<file path="config.mk">
export PLATFORM = sky130hd
export DESIGN_NAME = pmrb_top
export DESIGN_NICKNAME = d
export VERILOG_FILES = /design/src/pmrb_top.v /design/src/pmrb_conv.v
export VERILOG_INCLUDE_DIRS = /design/src
export SDC_FILE = /design/constraint.sdc
export NUM_CORES = 1
export LEC_CHECK = 0
export BUFFER_PORTS_ARGS = -buffer_cell sky130_fd_sc_hd__buf_2
export CAP_MARGIN = 20
export CORE_ASPECT_RATIO = 1.2
export CORE_UTILIZATION = 45
export DETAILED_ROUTE_END_ITERATION = 10
export GPL_ROUTABILITY_DRIVEN = 0
export HOLD_SLACK_MARGIN = 0.08
export SYNTH_ARGS = -nofsm -noshare
export SYNTH_HDL_FRONTEND = slang
export SYNTH_HIERARCHICAL = 1
export SYNTH_SLANG_ARGS = --single-unit
</file>
<file path="constraint.sdc">
create_clock -name clk_i -period 66.3 [get_ports clk_i]
set_input_delay 13.26 -clock clk_i [delete_from_list [all_inputs] [get_ports clk_i]]
set_output_delay 13.26 -clock clk_i [all_outputs]
set_load 0.03 [all_outputs]
</file>
<file path="src/pmrb_map.vh">
`ifndef PMRB_MAP_VH
`define PMRB_MAP_VH

`define PMRB_OFS_CONFIG      8'h00
`define PMRB_OFS_SENSE       8'h01
`define PMRB_OFS_BUS         8'h02
`define PMRB_OFS_POWER       8'h03
`define PMRB_OFS_CURRENT     8'h04
`define PMRB_OFS_CALIB       8'h05
`define PMRB_OFS_MASK        8'h06
`define PMRB_OFS_LIMIT       8'h07
`define PMRB_OFS_MAKER_ID    8'hFE
`define PMRB_OFS_DIE_IDENTIFICATION      8'hFF

`define PMRB_CFG_RESET       16'h4127
`define PMRB_ZERO_RESET      16'h0000
`define PMRB_CFG_RST_BIT     15
`define PMRB_CFG_FIX_HI      14
`define PMRB_CFG_FIX_LO      12
`define PMRB_CFG_AVG_HI      11
`define PMRB_CFG_AVG_LO      9
`define PMRB_CFG_BCT_HI      8
`define PMRB_CFG_BCT_LO      6
`define PMRB_CFG_SCT_HI      5
`define PMRB_CFG_SCT_LO      3
`define PMRB_CFG_MODE_HI     2
`define PMRB_CFG_MODE_LO     0

`define PMRB_MODE_SENSE_BIT  0
`define PMRB_MODE_BUS_BIT    1
`define PMRB_MODE_CONT_BIT   2

`define PMRB_SENSE_NEG_FS    16'h8001
`define PMRB_SENSE_BAD_CODE  16'h8000

`define PMRB_SLAVE_BASE      3'h4

`define PMRB_CT_US_0         139
`define PMRB_CT_US_1         203
`define PMRB_CT_US_2         269
`define PMRB_CT_US_3         525
`define PMRB_CT_US_4         1037
`define PMRB_CT_US_5         2061
`define PMRB_CT_US_6         4109
`define PMRB_CT_US_7         8205
`define PMRB_CLK_KHZ         10000

`endif

</file>
<file path="src/pmrb_top.v">
`include "pmrb_map.vh"

module pmrb_top #(
  parameter [15:0] MAKER_ID = 16'h0A5C, // arbitrary value
  parameter [15:0] DIE_IDENTIFICATION   = 16'h00C3, // arbitrary value
  parameter        CLK_KHZ  = `PMRB_CLK_KHZ
) (
  input  wire        clk_i,
  input  wire        sys_rst_i,
  input  wire        scl_i,
  input  wire        sda_i,
  output reg         sda_o,
  output reg         sda_oe_o,
  input  wire [3:0]  addr_sel_i,
  input  wire [15:0] sense_code_i,
  input  wire [15:0] bus_code_i,
  input  wire [15:0] power_code_i,
  input  wire [15:0] current_code_i,
  output reg  [2:0]  operating_mode_o,
  output reg  [2:0]  averaging_count_select_o,
  output reg  [2:0]  bus_volt_conversion_time_o,
  output reg  [2:0]  sense_volt_conversion_time_o,
  output reg  [15:0] current_calibration_o,
  output reg  [15:0] alert_mask_enable_o,
  output reg  [15:0] alert_threshold_o,
  output wire        sense_phase_o,
  output wire        bus_phase_o,
  output wire        result_update_o
);

  localparam ST_IDLE = 3'd0;
  localparam ST_ADDR = 3'd1;
  localparam ST_CMD  = 3'd2;
  localparam ST_DATA = 3'd3;
  localparam ST_ACK  = 3'd4;
  localparam ST_TX   = 3'd5;
  localparam ST_MACK = 3'd6;
  localparam [15:0] CFG_RST = `PMRB_CFG_RESET;

  reg [2:0]  state;
  reg [2:0]  ack_next;
  reg [3:0]  bit_cnt;
  reg [7:0]  rx_sh;
  reg [7:0]  tx_sh;
  reg        byte_sel;
  reg [7:0]  msb_hold;
  reg [7:0]  pointer;
  reg [15:0] rd_word;
  reg        mack_ok;
  reg        scl_q;
  reg        sda_q;
  reg        cfg_halt;
  reg        conv_start;
  reg [15:0] sense_result;
  reg [15:0] bus_result;
  reg [15:0] power_result;
  reg [15:0] current_result;

  wire conv_done;

  wire scl_rise = scl_i & ~scl_q;
  wire scl_fall = ~scl_i & scl_q;
  wire bus_start = scl_i & scl_q & sda_q & ~sda_i;
  wire bus_stop  = scl_i & scl_q & ~sda_q & sda_i;
  wire [6:0] own_addr = {`PMRB_SLAVE_BASE, addr_sel_i};
  wire [15:0] wr_word = {msb_hold, rx_sh};

  wire [15:0] cfg_word = {1'b0, 3'b100, averaging_count_select_o, bus_volt_conversion_time_o,
                          sense_volt_conversion_time_o, operating_mode_o};

  // reads are side-effect free, so a configuration read leaves the run alone
  function [15:0] reg_read;
    input [7:0] ofs;
    begin
      if (ofs == `PMRB_OFS_CONFIG) begin
        reg_read = cfg_word;
      end else if (ofs == `PMRB_OFS_SENSE) begin
        reg_read = sense_result;
      end else if (ofs == `PMRB_OFS_BUS) begin
        reg_read = bus_result;
      end else if (ofs == `PMRB_OFS_POWER) begin
        reg_read = power_result;
      end else if (ofs == `PMRB_OFS_CURRENT) begin
        reg_read = current_result;
      end else if (ofs == `PMRB_OFS_CALIB) begin
        reg_read = current_calibration_o;
      end else if (ofs == `PMRB_OFS_MASK) begin
        reg_read = alert_mask_enable_o;
      end else if (ofs == `PMRB_OFS_LIMIT) begin
        reg_read = alert_threshold_o;
      end else if (ofs == `PMRB_OFS_MAKER_ID) begin
        reg_read = MAKER_ID;
      end else if (ofs == `PMRB_OFS_DIE_IDENTIFICATION) begin
        reg_read = DIE_IDENTIFICATION;
      end else begin
        reg_read = `PMRB_ZERO_RESET;
      end
    end
  endfunction

  // the code 8000h lies outside the negative full scale and is pinned to it
  function [15:0] sense_clamp;
    input [15:0] code;
    begin
      if (code == `PMRB_SENSE_BAD_CODE) begin
        sense_clamp = `PMRB_SENSE_NEG_FS;
      end else begin
        sense_clamp = code;
      end
    end
  endfunction

  wire commit     = (state == ST_DATA) && scl_fall && (bit_cnt == 4'd8) && byte_sel;
  wire cfg_commit = commit && (pointer == `PMRB_OFS_CONFIG);
  wire soft_rst   = cfg_commit && wr_word[`PMRB_CFG_RST_BIT];

  always @(posedge clk_i) begin
    if (sys_rst_i || soft_rst) begin
      operating_mode_o             <= CFG_RST[`PMRB_CFG_MODE_HI:`PMRB_CFG_MODE_LO];
      sense_volt_conversion_time_o <= CFG_RST[`PMRB_CFG_SCT_HI:`PMRB_CFG_SCT_LO];
      bus_volt_conversion_time_o   <= CFG_RST[`PMRB_CFG_BCT_HI:`PMRB_CFG_BCT_LO];
      averaging_count_select_o     <= CFG_RST[`PMRB_CFG_AVG_HI:`PMRB_CFG_AVG_LO];
      current_calibration_o        <= `PMRB_ZERO_RESET;
      alert_mask_enable_o          <= `PMRB_ZERO_RESET;
      alert_threshold_o            <= `PMRB_ZERO_RESET;
      sense_result                 <= `PMRB_ZERO_RESET;
      bus_result                   <= `PMRB_ZERO_RESET;
      power_result                 <= `PMRB_ZERO_RESET;
      current_result               <= `PMRB_ZERO_RESET;
    end else begin
      if (commit) begin
        // result and identification offsets fall through: acked, not stored
        if (pointer == `PMRB_OFS_CONFIG) begin
          operating_mode_o             <= wr_word[`PMRB_CFG_MODE_HI:`PMRB_CFG_MODE_LO];
          sense_volt_conversion_time_o <= wr_word[`PMRB_CFG_SCT_HI:`PMRB_CFG_SCT_LO];
          bus_volt_conversion_time_o   <= wr_word[`PMRB_CFG_BCT_HI:`PMRB_CFG_BCT_LO];
          averaging_count_select_o     <= wr_word[`PMRB_CFG_AVG_HI:`PMRB_CFG_AVG_LO];
        end else if (pointer == `PMRB_OFS_CALIB) begin
          current_calibration_o <= wr_word;
        end else if (pointer == `PMRB_OFS_MASK) begin
          alert_mask_enable_o <= wr_word;
        end else if (pointer == `PMRB_OFS_LIMIT) begin
          alert_threshold_o <= wr_word;
        end
      end
      if (conv_done) begin
        if (operating_mode_o[`PMRB_MODE_SENSE_BIT]) begin
          sense_result <= sense_clamp(sense_code_i);
        end
        if (operating_mode_o[`PMRB_MODE_BUS_BIT]) begin
          bus_result <= bus_code_i;
        end
        if (operating_mode_o[`PMRB_MODE_SENSE_BIT] && operating_mode_o[`PMRB_MODE_BUS_BIT]) begin
          power_result   <= power_code_i;
          current_result <= current_code_i;
        end
      end
    end
  end

  // serial slave: pins are sampled directly, edges are found against last cycle
  always @(posedge clk_i) begin
    if (sys_rst_i) begin
      state      <= ST_IDLE;
      ack_next   <= ST_IDLE;
      bit_cnt    <= 4'h0;
      rx_sh      <= 8'h00;
      tx_sh      <= 8'h00;
      byte_sel   <= 1'b0;
      msb_hold   <= 8'h00;
      pointer    <= `PMRB_OFS_CONFIG;
      rd_word    <= 16'h0000;
      mack_ok    <= 1'b0;
      scl_q      <= 1'b1;
      sda_q      <= 1'b1;
      sda_o      <= 1'b0;
      sda_oe_o   <= 1'b0;
      cfg_halt   <= 1'b0;
      conv_start <= 1'b0;
    end else begin
      scl_q      <= scl_i;
      sda_q      <= sda_i;
      conv_start <= 1'b0;
      if (bus_start || bus_stop) begin
        state    <= bus_start ? ST_ADDR : ST_IDLE;
        bit_cnt  <= 4'h0;
        sda_oe_o <= 1'b0;
        if (cfg_halt) begin
          // an aborted write resumes conversion on the settings in place
          cfg_halt   <= 1'b0;
          conv_start <= 1'b1;
        end
      end else begin
        case (state)
          ST_ADDR, ST_CMD, ST_DATA: begin
            if (scl_rise) begin
              rx_sh   <= {rx_sh[6:0], sda_i};
              bit_cnt <= bit_cnt + 4'h1;
            end else if (scl_fall && bit_cnt == 4'd8) begin
              bit_cnt  <= 4'h0;
              sda_o    <= 1'b0;
              sda_oe_o <= 1'b1;
              state    <= ST_ACK;
              if (state == ST_ADDR) begin
                if (rx_sh[7:1] != own_addr) begin
                  state    <= ST_IDLE;
                  sda_oe_o <= 1'b0;
                end else if (rx_sh[0]) begin
                  ack_next <= ST_TX;
                  byte_sel <= 1'b0;
                  rd_word  <= reg_read(pointer);
                end else begin
                  ack_next <= ST_CMD;
                end
              end else if (state == ST_CMD) begin
                pointer  <= rx_sh;
                ack_next <= ST_DATA;
                byte_sel <= 1'b0;
              end else begin
                ack_next <= ST_DATA;
                byte_sel <= ~byte_sel;
                msb_hold <= rx_sh;
                if (cfg_commit) begin
                  // the soft reset clears bit 15 with the rest, it is never stored
                  cfg_halt   <= 1'b0;
                  conv_start <= 1'b1;
                end else if (!byte_sel && pointer == `PMRB_OFS_CONFIG) begin
                  // halt on the first data byte: a bare pointer write before a read must not restart the run
                  cfg_halt <= 1'b1;
                end
              end
            end
          end
          ST_ACK: begin
            if (scl_fall) begin
              state <= ack_next;
              if (ack_next == ST_TX) begin
                sda_o    <= rd_word[15];
                tx_sh    <= {rd_word[14:8], 1'b0};
                sda_oe_o <= 1'b1;
              end else begin
                sda_oe_o <= 1'b0;
              end
            end
          end
          ST_TX: begin
            if (scl_rise) begin
              bit_cnt <= bit_cnt + 4'h1;
            end else if (scl_fall) begin
              if (bit_cnt == 4'd8) begin
                sda_oe_o <= 1'b0;
                bit_cnt  <= 4'h0;
                state    <= ST_MACK;
              end else begin
                sda_o <= tx_sh[7];
                tx_sh <= {tx_sh[6:0], 1'b0};
              end
            end
          end
          ST_MACK: begin
            if (scl_rise) begin
              mack_ok <= ~sda_i;
            end else if (scl_fall) begin
              if (mack_ok) begin
                // after the LSB the same word is sent again, MSB first
                byte_sel <= ~byte_sel;
                state    <= ST_TX;
                sda_oe_o <= 1'b1;
                sda_o    <= byte_sel ? rd_word[15] : rd_word[7];
                tx_sh    <= byte_sel ? {rd_word[14:8], 1'b0} : {rd_word[6:0], 1'b0};
              end else begin
                state <= ST_IDLE;
              end
            end
          end
          default: begin
            state    <= ST_IDLE;
            sda_oe_o <= 1'b0;
          end
        endcase
      end
    end
  end

  pmrb_conv #(
    .CLK_KHZ (CLK_KHZ)
  ) u_conv (
    .clk_i         (clk_i),
    .sys_rst_i     (sys_rst_i),
    .mode_i        (operating_mode_o),
    .avg_i         (averaging_count_select_o),
    .sense_ct_i    (sense_volt_conversion_time_o),
    .bus_ct_i      (bus_volt_conversion_time_o),
    .halt_i        (cfg_halt),
    .start_i       (conv_start),
    .sense_phase_o (sense_phase_o),
    .bus_phase_o   (bus_phase_o),
    .done_o        (conv_done)
  );

  assign result_update_o = conv_done;

endmodule

</file>
<file path="src/pmrb_conv.v">
`include "pmrb_map.vh"

module pmrb_conv #(
  parameter CLK_KHZ = `PMRB_CLK_KHZ,
  parameter CNT_W   = 17,
  parameter AVG_W   = 11
) (
  input  wire       clk_i,
  input  wire       sys_rst_i,
  input  wire [2:0] mode_i,
  input  wire [2:0] avg_i,
  input  wire [2:0] sense_ct_i,
  input  wire [2:0] bus_ct_i,
  input  wire       halt_i,
  input  wire       start_i,
  output reg        sense_phase_o,
  output reg        bus_phase_o,
  output reg        done_o
);

  localparam ST_IDLE  = 2'd0;
  localparam ST_SENSE = 2'd1;
  localparam ST_BUS   = 2'd2;

  reg [1:0]       state;
  reg [CNT_W-1:0] cyc;
  reg [AVG_W-1:0] samples;

  // rounded up: a conversion never ends early
  function [CNT_W-1:0] ct_cycles;
    input [2:0] code;
    integer us;
    integer n;
    begin
      case (code)
        3'h0: us = `PMRB_CT_US_0;
        3'h1: us = `PMRB_CT_US_1;
        3'h2: us = `PMRB_CT_US_2;
        3'h3: us = `PMRB_CT_US_3;
        3'h4: us = `PMRB_CT_US_4;
        3'h5: us = `PMRB_CT_US_5;
        3'h6: us = `PMRB_CT_US_6;
        default: us = `PMRB_CT_US_7;
      endcase
      n = (us * CLK_KHZ + 999) / 1000;
      if (n < 1) begin
        n = 1;
      end
      ct_cycles = n[CNT_W-1:0];
    end
  endfunction

  function [AVG_W-1:0] avg_count;
    input [2:0] code;
    begin
      case (code)
        3'h0: avg_count = 11'd1;
        3'h1: avg_count = 11'd4;
        3'h2: avg_count = 11'd16;
        3'h3: avg_count = 11'd64;
        3'h4: avg_count = 11'd128;
        3'h5: avg_count = 11'd256;
        3'h6: avg_count = 11'd512;
        default: avg_count = 11'd1024;
      endcase
    end
  endfunction

  wire sense_en = mode_i[`PMRB_MODE_SENSE_BIT];
  wire bus_en   = mode_i[`PMRB_MODE_BUS_BIT];
  wire cont     = mode_i[`PMRB_MODE_CONT_BIT];
  wire last_smp = (samples + 11'd1 == avg_count(avg_i));
  wire sense_end = (cyc + 17'd1 == ct_cycles(sense_ct_i));
  wire bus_end   = (cyc + 17'd1 == ct_cycles(bus_ct_i));

  // a sample set ends in the last enabled phase
  wire set_end = (state == ST_BUS && bus_end) || (state == ST_SENSE && sense_end && !bus_en);

  always @(posedge clk_i) begin
    if (sys_rst_i) begin
      state         <= ST_IDLE;
      cyc           <= {CNT_W{1'b0}};
      samples       <= {AVG_W{1'b0}};
      sense_phase_o <= 1'b0;
      bus_phase_o   <= 1'b0;
      done_o        <= 1'b0;
    end else begin
      done_o <= 1'b0;
      if (halt_i) begin
        // a pending configuration write freezes and discards the run
        state   <= ST_IDLE;
        cyc     <= {CNT_W{1'b0}};
        samples <= {AVG_W{1'b0}};
      end else if (start_i) begin
        cyc     <= {CNT_W{1'b0}};
        samples <= {AVG_W{1'b0}};
        if (sense_en) begin
          state <= ST_SENSE;
        end else if (bus_en) begin
          state <= ST_BUS;
        end else begin
          state <= ST_IDLE;
        end
      end else if (state != ST_IDLE) begin
        cyc <= cyc + 17'd1;
        if (state == ST_SENSE && sense_end && bus_en) begin
          state <= ST_BUS;
          cyc   <= {CNT_W{1'b0}};
        end else if (set_end) begin
          cyc <= {CNT_W{1'b0}};
          if (last_smp) begin
            done_o  <= 1'b1;
            samples <= {AVG_W{1'b0}};
            if (!cont) begin
              state <= ST_IDLE;
            end else if (sense_en) begin
              state <= ST_SENSE;
            end else begin
              state <= ST_BUS;
            end
          end else begin
            samples <= samples + 11'd1;
            state   <= sense_en ? ST_SENSE : ST_BUS;
          end
        end
      end
      sense_phase_o <= (state == ST_SENSE);
      bus_phase_o   <= (state == ST_BUS);
    end
  end

endmodule

</file>
==> results.json <==
{
  "synth-seq-cells": 222,
  "route.detailed.drc": 0,
  "period_needed_ns": 25.82,
  "antenna_cells": 0,
  "cts_made_buffers": 26,
  "cts_buffer_depth": 3,
  "clkLatencyLatePin_ns": 0.54,
  "io_buffers": 136,
  "drt_pass1_iterations": 6,
  "vias": 32800,
  "rr_worst_depth": 78,
  "yosys.area_share.xor_xnor_pct": 7.50,
  "synth_top_family_by_area": "compound AO/OA/AOI/OAI gates",
  "cp.required_ns": 66.74,
  "final_hold_viol_count": 0,
  "max_slew_margin_pct": 26.1,
  "syn_area_per_cell_um2": 7.21,
  "fin_skew_ns": 0.0214,
  "power_uw": 585,
  "crit_path_frequent_cell": "ha_1",
  "critPathKind": "flip-flop to flip-flop",
  "ys_types": 139,
  "reg2reg_from": "bus_volt_conversion_time_o[0]",
  "die_y_um": 288,
  "pre_cts_slack_ns": 40.85,
  "period_share_pct": 39.0,
  "rsz0062_at_grt": "no",
  "cts_setup_buffers": 0,
  "dp_hpwl_um": 79400,
  "synth_area_leaders": "dfxtp_1 15%, nand2_1 6.0%, nor2_1 5.2%",
  "yosysSeqAreaShare_pct": 14.5,
  "synthCells": 4242,
  "cts_tree": "yes",
  "min_to": "rd_word[0]",
  "synth-compound-area-share_pct": 29.9,
  "die_width_um": 240,
  "leakagePower_nw": 12.1,
  "grt.total_usage_pct": 28.5,
  "critPathLaunchType": "flip-flop",
  "worstReg2RegEnd": "u_conv/cyc[12]",
  "drtIter0Drc": 2803,
  "ios": 137,
  "grt_pass1_wl_um": 163000,
  "synthMuxAreaShare_pct": 7.57,
  "drive_gt1_share_pct": 10.3,
  "max_cap_viol_count": 0,
  "synth_common_cells": "488 x nand2_1, 427 x nor2_1, 300 x a21oi_1",
  "worst_slew_pin_slew_ns": 1.11,
  "hp-start": "rd_word[0]",
  "synth_fa_ha_area_share_pct": 6.43,
  "fp-row-count": 104,
  "end_kind": "flip-flop",
  "power.density_nw_per_um2": 17.9,
  "cp_max_fo": 26,
  "nets": 4453,
  "cts_resized": 0,
  "drt-total-wl_um": 103000,
  "slowest_delay_ns": 0.92,
  "core_um2": 67100,
  "critPathSlowestCell": "nor4_2",
  "critical_path_depth": 78,
  "yosysWarnings": 6,
  "setup_viol": 0,
  "initial_core_util_pct": 45.6,
  "synth_area_leader_cell": "dfxtp_1",
  "wire_per_inst_um": 19.9,
  "ir_drop_mv": 0.0245,
  "synth-simple-area-share_pct": 29.7,
  "status": "completed",
  "via_per_inst": 6.37,
  "cp_data_arrival_time_ns": 26.26,
  "cts_root_buf": "clkbuf_16",
  "syn_to_final_growth_pct": 6.96,
  "synth.most_common_cell": "nand2_1",
  "max_freq_mhz": 38.7,
  "ant_nets": 0,
  "drv_slew": 0,
  "overflow": 0,
  "hp-class": "flip-flop to flip-flop",
  "ys_async_sr_fraction_pct": 0,
  "clk_pin_slew_worst_paths_ns": 0.06,
  "synth_edf_count": 0,
  "r2r_slack_ns": 40.48,
  "antenna_found_initial": 0,
  "cts_hold_buf": 0,
  "syn-cell-area_um2": 30600,
  "synth_flop_cell": "dfxtp_1",
  "synth_top_area_share_pct": 14.5,
  "cp_top_family": "compound AO/OA/AOI/OAI gates",
  "worst-path-buf-inv": 6,
  "clkSinkCount": 222,
  "dieArea_um2": 69100,
  "min_path_cells": 2,
  "htreeDepth": 1,
  "setup_slack_ns": 40.48,
  "fin_setup_tns_ns": 0,
  "grt_pass1_vias": 30100,
  "grt_max_degree": 70
}
==> cell type report <==
type,count,area [um^2]
clock buffer,39,769
clock inverter,9,143
fill,6941,34400
inverter,114,428
multi-input combinational,3704,24800
sequential,222,4450
tap,901,1130
timing repair buffer,171,971
==> cells in the final DEF (no fill, tap or decap), drive strengths merged, types with 38 or more instances in the layout <==
| master | instances |
|---|---|
| nor4 | 65 |
| o211ai | 72 |
| a21o | 49 |
| nand4 | 65 |
| and2 | 60 |
| mux2i | 156 |
| dfxtp | 222 |
| nand2b | 38 |
| nor2b | 45 |
| nand2 | 492 |
| or2 | 45 |
| o31ai | 50 |
| nor3 | 122 |
| a211oi | 65 |
| xor2 | 95 |
| o21ai | 230 |
| clkbuf | 39 |
| mux2 | 39 |
| nand3 | 155 |
| o21a | 41 |
| a21oi | 305 |
| nor2 | 432 |
| inv | 112 |
| buf | 171 |
| xnor2 | 162 |
| ha | 122 |
| or3 | 62 |
| and3 | 60 |
| a31oi | 66 |
==> cells by family after synthesis <==
logic type | after synthesis
adders and majority gates | 146
muxes | 208
DFF | 222
AOI/OAI and AO/OA | 1295
other | 2
buffers and inverters | 322
xor gates and xnor gates | 258
and+or+nand+nor | 1789
==> flip-flops by register name, summed over array words and instances (netlist names), 3 cells and up <==
signal and cells:
u_conv/cyc 17, power_result 16, alert_threshold_o 16, bus_volt_conversion_time_o 3
averaging_count_select_o 3, bus_result 16, rx_sh 8, ack_next 3
pointer 8, alert_mask_enable_o 16, rd_word 16, current_result 16
msb_hold 8, operating_mode_o 3, tx_sh 7, bit_cnt 4
u_conv/samples 11, sense_volt_conversion_time_o 3, current_calibration_o 16, sense_result 16
state 3
==> worst max-delay path by stage <==
| stage | from | endpoint | slack [ns] |
|---|---|---|---|
| 2_1_floorplan | bus_volt_conversion_time_o[0] | u_conv/samples[1] | 45.12 |
| 3_3_place_gp | bus_volt_conversion_time_o[0] | u_conv/cyc[12] | 41.64 |
| 3_5_place_dp | bus_volt_conversion_time_o[0] | u_conv/cyc[12] | 40.85 |
| 4_1_cts | bus_volt_conversion_time_o[0] | u_conv/cyc[12] | 40.77 |
| 5_1_grt | bus_volt_conversion_time_o[0] | u_conv/cyc[4] | 38.44 |
| 6_report | bus_volt_conversion_time_o[0] | u_conv/cyc[12] | 40.48 |
==> metrics by stage <==
step / std cells / hold WS, ns / area (um^2) / util, %
finish: 5160 / 0.453 / 32700 / 48.7
global route: 5160 / 0.465 / 32700 / 48.7
CTS: 5158 / 0.451 / 32700 / 48.7
detailed placement: 5110 / 0.443 / 31800 / 47.3
global placement: 5109 / 0.439 / 31800 / 47.3
floorplan: 4248 / 0.431 / 30600 / -
==> metal layers <==
layer | routed length [um] | global-route usage (%)
met1 | 45900 | 37.9
met2 | 49300 | 49.5
met3 | 5000 | 2.28
met4 | 2340 | 6.80
met5 | 0 | 0
==> worst min-delay path, stage by stage (launching register included) <==
cell     delay [ns]
dfxtp_1        0.31
nand2_1        0.05
a21oi_1        0.05
==> report_power, final <==
part | internal [mW] | switching [mW] | leakage [nW]
logic | 0.107 | 0.193 | 9.89
registers | 0.134 | 0.000837 | 1.79
clock network | 0.0922 | 0.0583 | 0.441
Note: power is estimated with default switching activity, not from simulation.
